## src/rtl/rnpc_pkg.sv

```systemverilog
// package: register map, field positions, reset values and carrier types
package rnpc_pkg;

	// ------------------------------------------------------------
	// register map (byte addresses)
	// ------------------------------------------------------------
	localparam logic [7:0] RNPC_ADDR_W            = 8'h08;
	localparam logic [7:0] RNPC_OFS_RESET_CAUSE   = 8'h00;
	localparam logic [7:0] RNPC_OFS_SW_RESET      = 8'h04;
	localparam logic [7:0] RNPC_OFS_NMI_CONTROL   = 8'h08;
	localparam logic [7:0] RNPC_OFS_POWER_CONTROL = 8'h0c;
	localparam logic [7:0] RNPC_OFS_UNLOCK_KEY    = 8'h10;

	// ------------------------------------------------------------
	// field positions
	// ------------------------------------------------------------
	localparam int RNPC_RC_POR       = 0;
	localparam int RNPC_RC_BOR       = 1;
	localparam int RNPC_RC_IDLE      = 2;
	localparam int RNPC_RC_SLEEP     = 3;
	localparam int RNPC_SWR_ARM      = 0;
	localparam int RNPC_NMI_WATCHDOG_SLEEP_TIMEOUT_FLAG     = 16;
	localparam int RNPC_NMI_CF       = 17;
	localparam int RNPC_NMI_GENERAL  = 19;
	localparam int RNPC_NMI_SOFT     = 23;
	localparam int RNPC_NMI_WDT_RUN  = 24;
	localparam int RNPC_PWR_VREG_STB = 0;
	localparam int RNPC_PWR_SLEEP_REGULATOR_LOWPOWER_SELECT    = 1;
	localparam int RNPC_PWR_SOFT_BROWNOUT_ENABLE   = 2;

	// ------------------------------------------------------------
	// reset values
	// ------------------------------------------------------------
	localparam logic [3:0]  RNPC_RC_RESET     = 4'h3;
	localparam logic [15:0] RNPC_NMI_RESET_DELAY_COUNT_RESET = 16'h0000;
	localparam logic [2:0]  RNPC_PWR_RESET    = 3'h0;

	// unlock keys: values are arbitrary
	localparam logic [31:0] RNPC_KEY_FIRST  = 32'h5a5a_1234;
	localparam logic [31:0] RNPC_KEY_SECOND = 32'ha5a5_4321;

	// axi responses
	localparam logic [1:0] RNPC_RESP_OKAY   = 2'h0;
	localparam logic [1:0] RNPC_RESP_SLVERR = 2'h2;

	typedef enum logic [2:0] {
		RNPC_REG_CAUSE = 3'b000,
		RNPC_REG_SWR   = 3'b001,
		RNPC_REG_NMI   = 3'b010,
		RNPC_REG_PWR   = 3'b011,
		RNPC_REG_KEY   = 3'b100,
		RNPC_REG_NONE  = 3'b111
	} rnpc_reg_sel_t;

	typedef enum logic [1:0] {
		RNPC_LK_LOCKED = 2'b00,
		RNPC_LK_FIRST  = 2'b01,
		RNPC_LK_OPEN   = 2'b10
	} rnpc_lock_state_t;

	// hardware event pulses and configuration levels
	typedef struct packed {
		logic por_event;
		logic bor_event;
		logic wake_from_sleep;
		logic wake_from_idle;
		logic wdt_run_timeout;
		logic wdt_sleep_timeout;
		logic clock_fail_detect;
		logic brownout_config_setting;
		logic retention_config_enable;
	} rnpc_hw_in_t;

	// power-control outputs
	typedef struct packed {
		logic brownout_enable;
		logic regulator_lowpower_sleep;
		logic regulator_active_in_sleep;
	} rnpc_power_out_t;

endpackage

```

## src/rtl/rnpc_top.sv

```systemverilog
// reset cause, software reset, nmi control and power control with axi4-lite slave
`timescale 1ns/1ns
`default_nettype none

module rnpc_top (
	input  wire logic                   aclk,
	input  wire logic                   aresetn,
	input  wire logic [7:0]             s_axi_awaddr,
	input  wire logic                   s_axi_awvalid,
	output logic                        s_axi_awready,
	input  wire logic [31:0]            s_axi_wdata,
	input  wire logic [3:0]             s_axi_wstrb,
	input  wire logic                   s_axi_wvalid,
	output logic                        s_axi_wready,
	output logic [1:0]                  s_axi_bresp,
	output logic                        s_axi_bvalid,
	input  wire logic                   s_axi_bready,
	input  wire logic [7:0]             s_axi_araddr,
	input  wire logic                   s_axi_arvalid,
	output logic                        s_axi_arready,
	output logic [31:0]                 s_axi_rdata,
	output logic [1:0]                  s_axi_rresp,
	output logic                        s_axi_rvalid,
	input  wire logic                   s_axi_rready,
	input  wire rnpc_pkg::rnpc_hw_in_t  hw_in,
	output logic                        nmi_req,
	output logic                        system_reset_req,
	output logic                        fast_osc_switch_req,
	output rnpc_pkg::rnpc_power_out_t   power_out
);

	// ------------------------------------------------------------
	// functions
	// ------------------------------------------------------------
	function automatic rnpc_pkg::rnpc_reg_sel_t decode(input logic [7:0] addr);
		case (addr)
			rnpc_pkg::RNPC_OFS_RESET_CAUSE:   decode = rnpc_pkg::RNPC_REG_CAUSE;
			rnpc_pkg::RNPC_OFS_SW_RESET:      decode = rnpc_pkg::RNPC_REG_SWR;
			rnpc_pkg::RNPC_OFS_NMI_CONTROL:   decode = rnpc_pkg::RNPC_REG_NMI;
			rnpc_pkg::RNPC_OFS_POWER_CONTROL: decode = rnpc_pkg::RNPC_REG_PWR;
			rnpc_pkg::RNPC_OFS_UNLOCK_KEY:    decode = rnpc_pkg::RNPC_REG_KEY;
			default:                          decode = rnpc_pkg::RNPC_REG_NONE;
		endcase
	endfunction

	// byte-lane merge of write data over the current value
	function automatic logic [31:0] merge(input logic [31:0] old_v,
		input logic [31:0] new_v, input logic [3:0] strb);
		merge = old_v;
		for (int i = 0; i < 4; i++) begin
			if (strb[i]) begin
				merge[i*8 +: 8] = new_v[i*8 +: 8];
			end
		end
	endfunction

	// ------------------------------------------------------------
	// state
	// ------------------------------------------------------------
	logic [7:0]                  aw_addr_reg;
	logic                        aw_held_reg;
	logic [31:0]                 w_data_reg;
	logic [3:0]                  w_strb_reg;
	logic                        w_held_reg;
	rnpc_pkg::rnpc_lock_state_t  lock_reg;
	logic [3:0]                  cause_reg;
	logic                        swr_arm_reg;
	logic                        wdt_run_reg;
	logic                        soft_nmi_reg;
	logic                        general_nmi_reg;
	logic                        clock_fail_reg;
	logic                        wdt_sleep_reg;
	logic [15:0]                 nmi_reset_delay_count_reg;
	logic [15:0]                 delay_cnt_reg;
	logic                        delay_run_reg;
	logic                        soft_brownout_enable_reg;
	logic                        sleep_regulator_lowpower_select_reg;
	logic                        vreg_standby_reg;

	logic                        wr_fire;
	logic                        rd_fire;
	rnpc_pkg::rnpc_reg_sel_t     wr_sel;
	rnpc_pkg::rnpc_reg_sel_t     rd_sel;
	logic [31:0]                 wr_val;
	logic                        unlocked;
	logic [31:0]                 nmi_word;
	logic [31:0]                 nmi_new;
	logic                        nmi_wr;
	logic                        wdt_run_start;
	logic [15:0]                 nmi_reload;

	assign wr_fire  = aw_held_reg && w_held_reg && !s_axi_bvalid;
	assign rd_fire  = s_axi_arvalid && s_axi_arready;
	assign wr_sel   = decode(aw_addr_reg);
	assign rd_sel   = decode(s_axi_araddr);
	assign unlocked = (lock_reg == rnpc_pkg::RNPC_LK_OPEN);

	always_comb begin
		nmi_word = 32'h0000_0000;
		nmi_word[rnpc_pkg::RNPC_NMI_WDT_RUN] = wdt_run_reg;
		nmi_word[rnpc_pkg::RNPC_NMI_SOFT]    = soft_nmi_reg;
		nmi_word[rnpc_pkg::RNPC_NMI_GENERAL] = general_nmi_reg;
		nmi_word[rnpc_pkg::RNPC_NMI_CF]      = clock_fail_reg;
		nmi_word[rnpc_pkg::RNPC_NMI_WATCHDOG_SLEEP_TIMEOUT_FLAG]    = wdt_sleep_reg;
		nmi_word[15:0]                       = nmi_reset_delay_count_reg;
	end

	// nmi control writes only land while unlocked
	assign nmi_wr  = wr_fire && (wr_sel == rnpc_pkg::RNPC_REG_NMI) && unlocked;
	assign nmi_new = merge(nmi_word, w_data_reg, w_strb_reg);
	assign wr_val  = w_data_reg;
	assign nmi_reload = nmi_wr ? nmi_new[15:0] : nmi_reset_delay_count_reg;

	// a run-mode watchdog nmi begins when the flag goes from clear to set
	assign wdt_run_start = !wdt_run_reg && (hw_in.wdt_run_timeout ||
		(nmi_wr && nmi_new[rnpc_pkg::RNPC_NMI_WDT_RUN]));

	// ------------------------------------------------------------
	// axi write channels
	// ------------------------------------------------------------
	always_ff @(posedge aclk) begin
		if (!aresetn) begin
			aw_held_reg   <= 1'b0;
			aw_addr_reg   <= 8'h00;
			s_axi_awready <= 1'b0;
		end else begin
			s_axi_awready <= !aw_held_reg && !(s_axi_awvalid && s_axi_awready) && !s_axi_bvalid;
			if (s_axi_awvalid && s_axi_awready) begin
				aw_held_reg <= 1'b1;
				aw_addr_reg <= s_axi_awaddr;
			end else if (wr_fire) begin
				aw_held_reg <= 1'b0;
			end
		end
	end

	always_ff @(posedge aclk) begin
		if (!aresetn) begin
			w_held_reg   <= 1'b0;
			w_data_reg   <= 32'h0000_0000;
			w_strb_reg   <= 4'h0;
			s_axi_wready <= 1'b0;
		end else begin
			s_axi_wready <= !w_held_reg && !(s_axi_wvalid && s_axi_wready) && !s_axi_bvalid;
			if (s_axi_wvalid && s_axi_wready) begin
				w_held_reg <= 1'b1;
				w_data_reg <= s_axi_wdata;
				w_strb_reg <= s_axi_wstrb;
			end else if (wr_fire) begin
				w_held_reg <= 1'b0;
			end
		end
	end

	always_ff @(posedge aclk) begin
		if (!aresetn) begin
			s_axi_bvalid <= 1'b0;
			s_axi_bresp  <= rnpc_pkg::RNPC_RESP_OKAY;
		end else if (wr_fire) begin
			s_axi_bvalid <= 1'b1;
			s_axi_bresp  <= (wr_sel == rnpc_pkg::RNPC_REG_NONE) ?
				rnpc_pkg::RNPC_RESP_SLVERR : rnpc_pkg::RNPC_RESP_OKAY;
		end else if (s_axi_bready) begin
			s_axi_bvalid <= 1'b0;
		end
	end

	// ------------------------------------------------------------
	// axi read channel
	// ------------------------------------------------------------
	always_ff @(posedge aclk) begin
		if (!aresetn) begin
			s_axi_arready <= 1'b0;
			s_axi_rvalid  <= 1'b0;
			s_axi_rdata   <= 32'h0000_0000;
			s_axi_rresp   <= rnpc_pkg::RNPC_RESP_OKAY;
		end else begin
			s_axi_arready <= !s_axi_rvalid && !rd_fire;
			if (rd_fire) begin
				s_axi_rvalid <= 1'b1;
				s_axi_rresp  <= rnpc_pkg::RNPC_RESP_OKAY;
				case (rd_sel)
					rnpc_pkg::RNPC_REG_CAUSE: s_axi_rdata <= {28'h000_0000, cause_reg};
					rnpc_pkg::RNPC_REG_SWR:   s_axi_rdata <= 32'h0000_0000;
					rnpc_pkg::RNPC_REG_NMI:   s_axi_rdata <= nmi_word;
					rnpc_pkg::RNPC_REG_PWR:   s_axi_rdata <= {29'h0000_0000,
						soft_brownout_enable_reg, sleep_regulator_lowpower_select_reg, vreg_standby_reg};
					rnpc_pkg::RNPC_REG_KEY:   s_axi_rdata <= 32'h0000_0000;
					default: begin
						s_axi_rdata <= 32'h0000_0000;
						s_axi_rresp <= rnpc_pkg::RNPC_RESP_SLVERR;
					end
				endcase
			end else if (s_axi_rready) begin
				s_axi_rvalid <= 1'b0;
			end
		end
	end

	// ------------------------------------------------------------
	// unlock sequence
	// ------------------------------------------------------------
	always_ff @(posedge aclk) begin
		if (!aresetn) begin
			lock_reg <= rnpc_pkg::RNPC_LK_LOCKED;
		end else if (wr_fire && wr_sel == rnpc_pkg::RNPC_REG_KEY) begin
			case (lock_reg)
				rnpc_pkg::RNPC_LK_LOCKED, rnpc_pkg::RNPC_LK_OPEN:
					lock_reg <= (wr_val == rnpc_pkg::RNPC_KEY_FIRST) ?
						rnpc_pkg::RNPC_LK_FIRST : rnpc_pkg::RNPC_LK_LOCKED;
				rnpc_pkg::RNPC_LK_FIRST:
					lock_reg <= (wr_val == rnpc_pkg::RNPC_KEY_SECOND) ?
						rnpc_pkg::RNPC_LK_OPEN : rnpc_pkg::RNPC_LK_LOCKED;
				default:
					lock_reg <= rnpc_pkg::RNPC_LK_LOCKED;
			endcase
		end else if (wr_fire && wr_sel != rnpc_pkg::RNPC_REG_NONE
			&& lock_reg == rnpc_pkg::RNPC_LK_FIRST) begin
			lock_reg <= rnpc_pkg::RNPC_LK_LOCKED;
		end
	end

	// ------------------------------------------------------------
	// reset cause flags
	// ------------------------------------------------------------
	always_ff @(posedge aclk) begin
		if (!aresetn) begin
			cause_reg <= rnpc_pkg::RNPC_RC_RESET;
		end else begin
			if (wr_fire && wr_sel == rnpc_pkg::RNPC_REG_CAUSE && w_strb_reg[0]) begin
				cause_reg <= wr_val[3:0];
			end
			// hardware set wins over a same-cycle software clear
			if (hw_in.wake_from_sleep) begin
				cause_reg[rnpc_pkg::RNPC_RC_SLEEP] <= 1'b1;
			end
			if (hw_in.wake_from_idle || hw_in.wake_from_sleep) begin
				cause_reg[rnpc_pkg::RNPC_RC_IDLE] <= 1'b1;
			end
			if (hw_in.bor_event) begin
				cause_reg[rnpc_pkg::RNPC_RC_BOR] <= 1'b1;
			end
			if (hw_in.por_event) begin
				cause_reg[rnpc_pkg::RNPC_RC_POR] <= 1'b1;
			end
		end
	end

	// ------------------------------------------------------------
	// software reset trigger
	// ------------------------------------------------------------
	always_ff @(posedge aclk) begin
		if (!aresetn) begin
			swr_arm_reg <= 1'b0;
		end else if (rd_fire && rd_sel == rnpc_pkg::RNPC_REG_SWR && swr_arm_reg) begin
			swr_arm_reg <= 1'b0;
		end else if (wr_fire && wr_sel == rnpc_pkg::RNPC_REG_SWR && unlocked
			&& w_strb_reg[0] && wr_val[rnpc_pkg::RNPC_SWR_ARM]) begin
			swr_arm_reg <= 1'b1;
		end
	end

	// ------------------------------------------------------------
	// nmi flags and reload value
	// ------------------------------------------------------------
	always_ff @(posedge aclk) begin
		if (!aresetn) begin
			wdt_run_reg     <= 1'b0;
			soft_nmi_reg    <= 1'b0;
			general_nmi_reg <= 1'b0;
			clock_fail_reg  <= 1'b0;
			wdt_sleep_reg   <= 1'b0;
			nmi_reset_delay_count_reg      <= rnpc_pkg::RNPC_NMI_RESET_DELAY_COUNT_RESET;
		end else begin
			if (nmi_wr) begin
				wdt_run_reg     <= nmi_new[rnpc_pkg::RNPC_NMI_WDT_RUN];
				soft_nmi_reg    <= nmi_new[rnpc_pkg::RNPC_NMI_SOFT];
				general_nmi_reg <= nmi_new[rnpc_pkg::RNPC_NMI_GENERAL];
				clock_fail_reg  <= nmi_new[rnpc_pkg::RNPC_NMI_CF];
				wdt_sleep_reg   <= nmi_new[rnpc_pkg::RNPC_NMI_WATCHDOG_SLEEP_TIMEOUT_FLAG];
				nmi_reset_delay_count_reg      <= nmi_new[15:0];
			end
			if (hw_in.wdt_run_timeout) begin
				wdt_run_reg <= 1'b1;
			end
			if (hw_in.clock_fail_detect) begin
				clock_fail_reg <= 1'b1;
			end
			if (hw_in.wdt_sleep_timeout) begin
				wdt_sleep_reg <= 1'b1;
			end
		end
	end

	// any recorded flag holds the nmi; only a detected failure switches the oscillator
	always_ff @(posedge aclk) begin
		if (!aresetn) begin
			nmi_req             <= 1'b0;
			fast_osc_switch_req <= 1'b0;
		end else begin
			nmi_req <= wdt_run_reg | soft_nmi_reg | general_nmi_reg
				| clock_fail_reg | wdt_sleep_reg;
			fast_osc_switch_req <= hw_in.clock_fail_detect;
		end
	end

	// ------------------------------------------------------------
	// nmi-to-reset delay counter (run-mode watchdog only)
	// ------------------------------------------------------------
	always_ff @(posedge aclk) begin
		if (!aresetn) begin
			delay_cnt_reg <= 16'h0000;
			delay_run_reg <= 1'b0;
		end else if (wdt_run_start && nmi_reload != 16'h0000) begin
			delay_cnt_reg <= nmi_reload;
			delay_run_reg <= 1'b1;
		end else if (delay_run_reg) begin
			if (!wdt_run_reg || delay_cnt_reg == 16'h0001) begin
				delay_run_reg <= 1'b0;
			end
			delay_cnt_reg <= delay_cnt_reg - 16'h0001;
		end
	end

	// ------------------------------------------------------------
	// system reset request
	// ------------------------------------------------------------
	always_ff @(posedge aclk) begin
		if (!aresetn) begin
			system_reset_req <= 1'b0;
		end else begin
			system_reset_req <=
				(rd_fire && rd_sel == rnpc_pkg::RNPC_REG_SWR && swr_arm_reg)
				|| (wdt_run_start && nmi_reload == 16'h0000)
				|| (delay_run_reg && wdt_run_reg && delay_cnt_reg == 16'h0001);
		end
	end

	// ------------------------------------------------------------
	// power control
	// ------------------------------------------------------------
	always_ff @(posedge aclk) begin
		if (!aresetn) begin
			vreg_standby_reg         <= rnpc_pkg::RNPC_PWR_RESET[0];
			sleep_regulator_lowpower_select_reg                <= rnpc_pkg::RNPC_PWR_RESET[1];
			soft_brownout_enable_reg <= rnpc_pkg::RNPC_PWR_RESET[2];
		end else if (wr_fire && wr_sel == rnpc_pkg::RNPC_REG_PWR && unlocked
			&& w_strb_reg[0]) begin
			vreg_standby_reg         <= wr_val[rnpc_pkg::RNPC_PWR_VREG_STB];
			soft_brownout_enable_reg <= wr_val[rnpc_pkg::RNPC_PWR_SOFT_BROWNOUT_ENABLE];
			if (wr_val[rnpc_pkg::RNPC_PWR_SLEEP_REGULATOR_LOWPOWER_SELECT]) begin
				sleep_regulator_lowpower_select_reg <= 1'b1;
			end
		end
	end

	always_ff @(posedge aclk) begin
		if (!aresetn) begin
			power_out <= '0;
		end else begin
			power_out.brownout_enable <= soft_brownout_enable_reg
				&& hw_in.brownout_config_setting;
			power_out.regulator_lowpower_sleep <= sleep_regulator_lowpower_select_reg
				&& hw_in.retention_config_enable;
			power_out.regulator_active_in_sleep <= vreg_standby_reg;
		end
	end

endmodule // rnpc_top

`default_nettype wire

```

## config.mk

```make
export PLATFORM = sky130hd
export DESIGN_NAME = rnpc_top
export DESIGN_NICKNAME = d
export VERILOG_FILES = /design/src/rtl/rnpc_pkg.sv /design/src/rtl/rnpc_top.sv
export SDC_FILE = /design/constraint.sdc
export NUM_CORES = 1
export LEC_CHECK = 0
export BUFFER_PORTS_ARGS = -buffer_cell sky130_fd_sc_hd__buf_2
export CORE_MARGIN = 1.5
export CORE_UTILIZATION = 54
export DETAILED_ROUTE_END_ITERATION = 8
export GPL_TIMING_DRIVEN = 0
export PLACE_DENSITY = 0.8
export SKIP_CTS_REPAIR_TIMING = 1
export SYNTH_ARGS = -nofsm -noshare
export SYNTH_HDL_FRONTEND = slang
export SYNTH_SLANG_ARGS = --single-unit
```

## constraint.sdc

```tcl
create_clock -name aclk -period 3.04 [get_ports aclk]
set_input_delay 0.456 -clock aclk [delete_from_list [all_inputs] [get_ports aclk]]
set_output_delay 0.456 -clock aclk [all_outputs]
set_load 0.02 [all_outputs]
```

==> run_results.csv, run 1 <==
group,metric,value,unit
setup_path,end_kind,"flop",
min_path,min_path_type,"in -> reg",
placed_design,place_congestion,0.920,
cts,cts_root_buffer,"clkbuf_8",
setup_path,critical_path.cell_chain,"buf_2, or4_1, nor4_1, nand2_1, nor3b_1, clkbuf_1, a22o_1",
finish,largest_reg_flops,32,
timing,fmax,351,MHz
routing,wl,13800,um
cts,clock_latency,510,ps
setup_path,required,3490,ps
synth,synth_fa_ha_area_share,0.461,%
setup_path,crit_path_start_kind,"primary input",
power_and_ir_drop,ir_drop,0.338,mV
floorplan,dieArea,0.0107,mm^2
placed_design,dpl.hpwl,10200,um
synth,synth_mux_area_share,8.93,%
cts,clock_sinks,128,
synth,synth.ff_latch_count,128,
floorplan,start_util,55.6,%
routing,remaining_drc_errors,0,
synth,ys_types,55,
power_and_ir_drop,power.density,580,mW/mm^2
synth,synth-simple-area-share,23.0,%
placed_design,placed_cells,855,
setup_path,crit_arrival,3300,ps
power_and_ir_drop,p_leak,2.96,nW
timing,fin_crit_sh,93.8,%
setup_path,critPathBufInv,2,
cts,cts_made_buffers,17,
routing,dr.first_iter.drc_count,257,
setup_path,slowest_stage,"nor3b_1",
job,maxCapViolations,0,
finish,area_growth,22.8,%
cts,tritoncts,"done",
floorplan,die_w,103,um
placed_design,port-buffer-count,98,
global_route,grt_pass1_vias,4693,
synth,synthesis.instances,612,
finish,drive_gt1_share,23.5,%
timing,skew,6.51,ps
synth,synth.area.top_cells,"dfxtp_1, nand2_1, a21oi_1",
synth,synth-edff-count,0,
routing,drt_first_pass_iters,5,
synth,synth-async-reset-ratio,0,%
timing,setup_viol,0,
setup_path,critPathTopFamily,"simple AND/OR/NAND/NOR gates",
routing,vias_per_cell,5.48,
timing,finalHoldViolCount,0,
cts,clk_transition_reported_paths,50,ps
timing,worst_slew_pin_slew,1240,ps
synth,synth_top_family_by_area,"simple AND/OR/NAND/NOR gates",
outcome,status,"completed",
timing,tns,0,ps
setup_path,critPathMaxStageDelay,990,ps
synth,synthFlopType,"dfxtp_1",
timing,period_needed,2850,ps
routing,post_drt_wl_per_cell,15.6,um
cts,htreeDepth,4,
synth,yosysWarnings,0,
floorplan,coreArea,0.00977,mm^2
finish,finalNonFillerCells,885,
global_route,grt_usage,27.4,%
finish,num_antenna_cells,0,
synth,yosysTopAreaCellShare,47.2,%
synth,synth-xor-area-share,1.93,%
floorplan,die_y,103,um
setup_path,critPathMaxFanout,10,
timing,slew_viol_final,0,
synth,synth-compound-area-share,12.0,%
global_route,grt_max_degree,17,
floorplan,rows,36,
routing,final_antenna_net_count,0,
floorplan,io-pin-count,115,
timing,rsz0062_at_grt,"false",
synth,synth_area_per_cell,8.88,um^2
timing,relSlewSlack,15.4,%
timing,hold-worst-slack,136,ps
global_route,grt_pass1_wl,22200,um
synth,synth_area,0.00543,mm^2
routing,num_vias,4853,
synth,synth_area_leader_cell,"dfxtp_1",
global_route,antenna_found_initial,0,
cts,clk_path_buf_depth,2,
finish,nets,811,
synth,ys_seq_area_share,47.2,%
global_route,gr-total-overflow,0,
setup_path,crit_type,"in -> reg",
worst reg2reg max path, cell delays in order (launching register included):
cell and delay [ps]:
dfxtp_1 350, nand2_1 120, nor4_1 430, nand2_1 180, nor3b_1 990, clkbuf_1 460
a22o_1 210
area by class of cell:
cell class / count / area, um^2
Fill cell: 778 / 3100
Multi-Input combinational cell: 431 / 2570
Sequential cell: 128 / 2560
Timing Repair Buffer: 98 / 490
Clock buffer: 24 / 480
Buffer: 44 / 268
Tap cell: 133 / 166
Inverter: 21 / 78.8
Clock inverter: 6 / 57.6
layout by cell type, fill, tap and decap left out, drive strengths merged, types with 9 or more instances in the layout:
cell    instances
conb           13
a22o           17
o21ai           9
buf           119
mux2           22
clkbuf         47
a21oi          64
dfxtp         128
nor2           20
inv            20
nand2         141
mux2i          23
nand3           9
nor4           18
xnor2           9
per-stage QoR:
step | worst slack, ps | util (%) | cell area [um^2] | power, mW
5_1_grt | 11.2 | 68.3 | 6670 | 4.00
4_1_cts | 226 | 68.3 | 6670 | 3.87
2_1_floorplan | 447 | - | 5480 | 1.96
3_5_place_dp | -239 | 62.8 | 6140 | 2.07
6_report | 188 | 68.3 | 6670 | 3.87
3_3_place_gp | -236 | 62.8 | 6140 | 2.06
worst paths after layout:
check                              startpoint                            to  slack (ps)  cells after the start
hold reg to reg   s_axi_rdata[0]$_SDFFE_PN0P_   s_axi_rdata[0]$_SDFFE_PN0P_         440                      2
setup / recovery              s_axi_araddr[0]  s_axi_rdata[15]$_SDFFE_PN0P_         190                      7
hold / removal                       hw_in[7]     cause_reg[1]$_SDFFE_PP1P_         140                      2
setup reg to reg     s_axi_arready$_SDFF_PN0_  s_axi_rdata[15]$_SDFFE_PN0P_         250                      6
cell families (layout without fill, tap and decap cells):
| kind of cell | after synthesis | count (layout) |
|---|---|---|
| xor gates and xnor gates | 12 | 12 |
| buffers and inverters | 65 | 193 |
| muxes | 45 | 45 |
| AOI/OAI and AO/OA | 107 | 107 |
| adders and majority gates | 2 | 2 |
| DFF | 128 | 128 |
| other | 1 | 13 |
| and+or+nand+nor | 252 | 252 |
per-layer routing:
metal | share of wire (%) | GRT usage [%]
met2 | 47 | 45.7
met5 | 0 | 0
met1 | 43 | 34.6
met3 | 6.8 | 5.17
met4 | 3.1 | 12.9
power by group:
| group | leakage (nW) | total (mW) | switching [mW] | internal [mW] |
|---|---|---|---|---|
| clock network | 0.267 | 1.83 | 0.678 | 1.15 |
| registers | 1.04 | 1.77 | 0.0431 | 1.72 |
| logic | 1.65 | 0.270 | 0.164 | 0.106 |
| total | 2.96 | 3.87 | 0.886 | 2.98 |
Yosys cell counts, drive strengths merged, types with 7 or more instances:
library cell / n
dfxtp: 128
a22o: 17
nor3: 8
mux2i: 23
buf: 21
nand2: 141
nor2: 20
nand2b: 7
nand3: 9
a21oi: 64
clkbuf: 23
nor4: 18
xnor2: 9
inv: 20
nand4: 8
o21ai: 9
mux2: 22
Power figures use the tool's default switching activity.
==> run 2: changes to the inputs <==
--- a/config.mk
+++ b/config.mk
@@ -13,4 +13,5 @@
 export PLACE_DENSITY = 0.8
 export SKIP_CTS_REPAIR_TIMING = 1
+export SLEW_MARGIN = 20
 export SYNTH_ARGS = -nofsm -noshare
 export SYNTH_HDL_FRONTEND = slang
==> constraint.sdc (replaced) <==
create_clock -name aclk -period 3.04 [get_ports aclk]
set_input_delay 0.456 -clock aclk [delete_from_list [all_inputs] [get_ports aclk]]
set_output_delay 0.456 -clock aclk [all_outputs]
set_load 0.1 [all_outputs]
==> run 2 against run 1 <==
Sequential share of layout area about the same. Largest power group unchanged. Worst hold slack worse by 3.3 ps. Count of clock-buffer cells in the layout unchanged. Combinational power up 39%. Core utilization up 0.064 points. Highest routed layer unchanged. Clock power about the same. First-iteration DRC count up 0.78%. Via count about the same. Worst setup slack better by 88 ps. Non-clock buffer count unchanged. Cell count unchanged.
==> run_results.csv, run 2 (same netlist as run 1, synthesis figures left out) <==
group,metric,value,unit
cts,htreeDepth,4,
power_and_ir_drop,power.total,3.98,mW
global_route,grt_max_degree,17,
cts,tritoncts,"done",
finish,largest_reg_flops,32,
cts,clk_path_buf_depth,2,
setup_path,crit_arrival,3170,ps
power_and_ir_drop,ir_drop,0.340,mV
min_path,holdPathStages,2,
finish,final_common_cell,"nand2_1",
outcome,status,"completed",
finish,fin_util,68.3,%
routing,vias_per_cell,5.48,
min_path,holdPathEnd,"cause_reg[1]$_SDFFE_PP1P_",
timing,fin_crit_sh,90.9,%
min_path,hold_path.startpoint,"hw_in[7]",
floorplan,io-pin-count,115,
floorplan,die_w,103,um
placed_design,dpl.hpwl,10200,um
job,maxCapViolations,0,
routing,final_antenna_net_count,0,
timing,period_needed,2760,ps
routing,remaining_drc_errors,0,
cts,cts_made_buffers,17,
timing,fmax,362,MHz
timing,finalHoldViolCount,0,
setup_path,r2r_cells,6,
routing,wl,13800,um
power_and_ir_drop,power.density,596,mW/mm^2
setup_path,critPathMaxFanout,9,
timing,relSlewSlack,35.0,%
global_route,antenna_found_initial,0,
finish,nets,811,
floorplan,start_util,55.6,%
floorplan,coreArea,0.00977,mm^2
finish,finalNonFillerCells,885,
setup_path,end_kind,"flop",
setup_path,r2r-end,"delay_cnt_reg[4]$_SDFFE_PN0P_",
placed_design,place_congestion,0.920,
timing,slew_viol_final,0,
floorplan,rows,36,
routing,num_vias,4852,
setup_path,rrSetupSlack,280,ps
routing,dr.first_iter.drc_count,259,
timing,skew,5.39,ps
placed_design,place_ws,-239,ps
cts,clock_sinks,128,
cts,clk_transition_reported_paths,60,ps
floorplan,dieArea,0.0107,mm^2
routing,post_drt_wl_per_cell,15.6,um
finish,layout_common_cells,"nand2_1, dfxtp_1, buf_2, a21oi_1, clkbuf_1",
timing,setup_viol,0,
timing,setup_ws,276,ps
timing,worst_slew_pin_slew,967,ps
global_route,grt_usage,27.4,%
setup_path,crit_type,"reg -> reg",
power_and_ir_drop,p_leak,2.96,nW
setup_path,r2r-start,"lock_reg[1]$_SDFFE_PN0P_",
min_path,min_path_type,"in -> reg",
placed_design,port-buffer-count,98,
finish,area_growth,22.9,%
global_route,grt_pass1_vias,4693,
finish,num_antenna_cells,0,
global_route,gr-total-overflow,0,
setup_path,crit_path_start_kind,"flop",
cts,clock_latency,520,ps
cts,cts_root_buffer,"clkbuf_8",
routing,drt_first_pass_iters,5,
timing,rsz0062_at_grt,"false",
timing,tns,0,ps
placed_design,placed_cells,855,
floorplan,die_y,103,um
global_route,grt_pass1_wl,22200,um
setup_path,required,3440,ps
finish,drive_gt1_share,23.7,%
-- run 2: cell types whose count changed in the layout (fill, tap and decap cells not counted) --
cell	delta
nor3b_2	+1
a2111oi_1	+1
nor3b_1	-1
a2111oi_0	-1
-- run 2: layout make-up --
type                    count  area (um^2)
clock inverters             6         57.6
clock buffers              24          480
fillers                   777         3090
well taps                 133          166
multi-input cells         431         2580
plain buffers              44          268
repair buffers             98          490
flip-flops and latches    128         2560
inverters                  21         78.8
-- run 2: how the worst max path moves through the flow --
stage	cells past startpoint	to	start	slack (ps)
2_1_floorplan	7	delay_cnt_reg[4]$_SDFFE_PN0P_	s_axi_bvalid$_SDFFE_PN0P_	50
3_3_place_gp	7	s_axi_rdata[13]$_SDFFE_PN0P_	s_axi_araddr[0]	-240
3_5_place_dp	7	s_axi_rdata[15]$_SDFFE_PN0P_	s_axi_araddr[0]	-240
4_1_cts	7	s_axi_rdata[15]$_SDFFE_PN0P_	s_axi_araddr[0]	230
5_1_grt	7	delay_cnt_reg[13]$_SDFFE_PN0P_	lock_reg[1]$_SDFFE_PN0P_	140
6_report	6	delay_cnt_reg[4]$_SDFFE_PN0P_	lock_reg[1]$_SDFFE_PN0P_	280
-- run 2: per-stage QoR --
stage / instance area (um^2) / hold WS [ps]
after floorplan: 5480 / 437
after global placement: 6140 / 425
after detailed placement: 6140 / 437
after CTS: 6670 / 122
after global routing: 6680 / 144
final: 6680 / 133
-- run 2: routing by layer --
layer | wire length (um) | vias up | GRT usage [%]
met1 | 5970 | 2257 | 34.6
met5 | 0 | - | 0
met3 | 916 | 41 | 5.17
met4 | 470 | 0 | 12.9
met2 | 6450 | 197 | 45.7
li1 | - | 2357 | -
-- run 2: report_power, final --
part	total (mW)	switching, mW	internal, mW
clock	1.84	0.681	1.15
sequential	1.77	0.0430	1.72
combinational	0.376	0.270	0.106
total	3.98	0.994	2.98
-- run 2: critical path: stages, from the launching register on --
cell     delay (ps)
dfxtp_1         400
or4bb_1         590
nor4_4          600
mux2i_1         230
a211o_1         350
buf_6           160
mux2_4          290
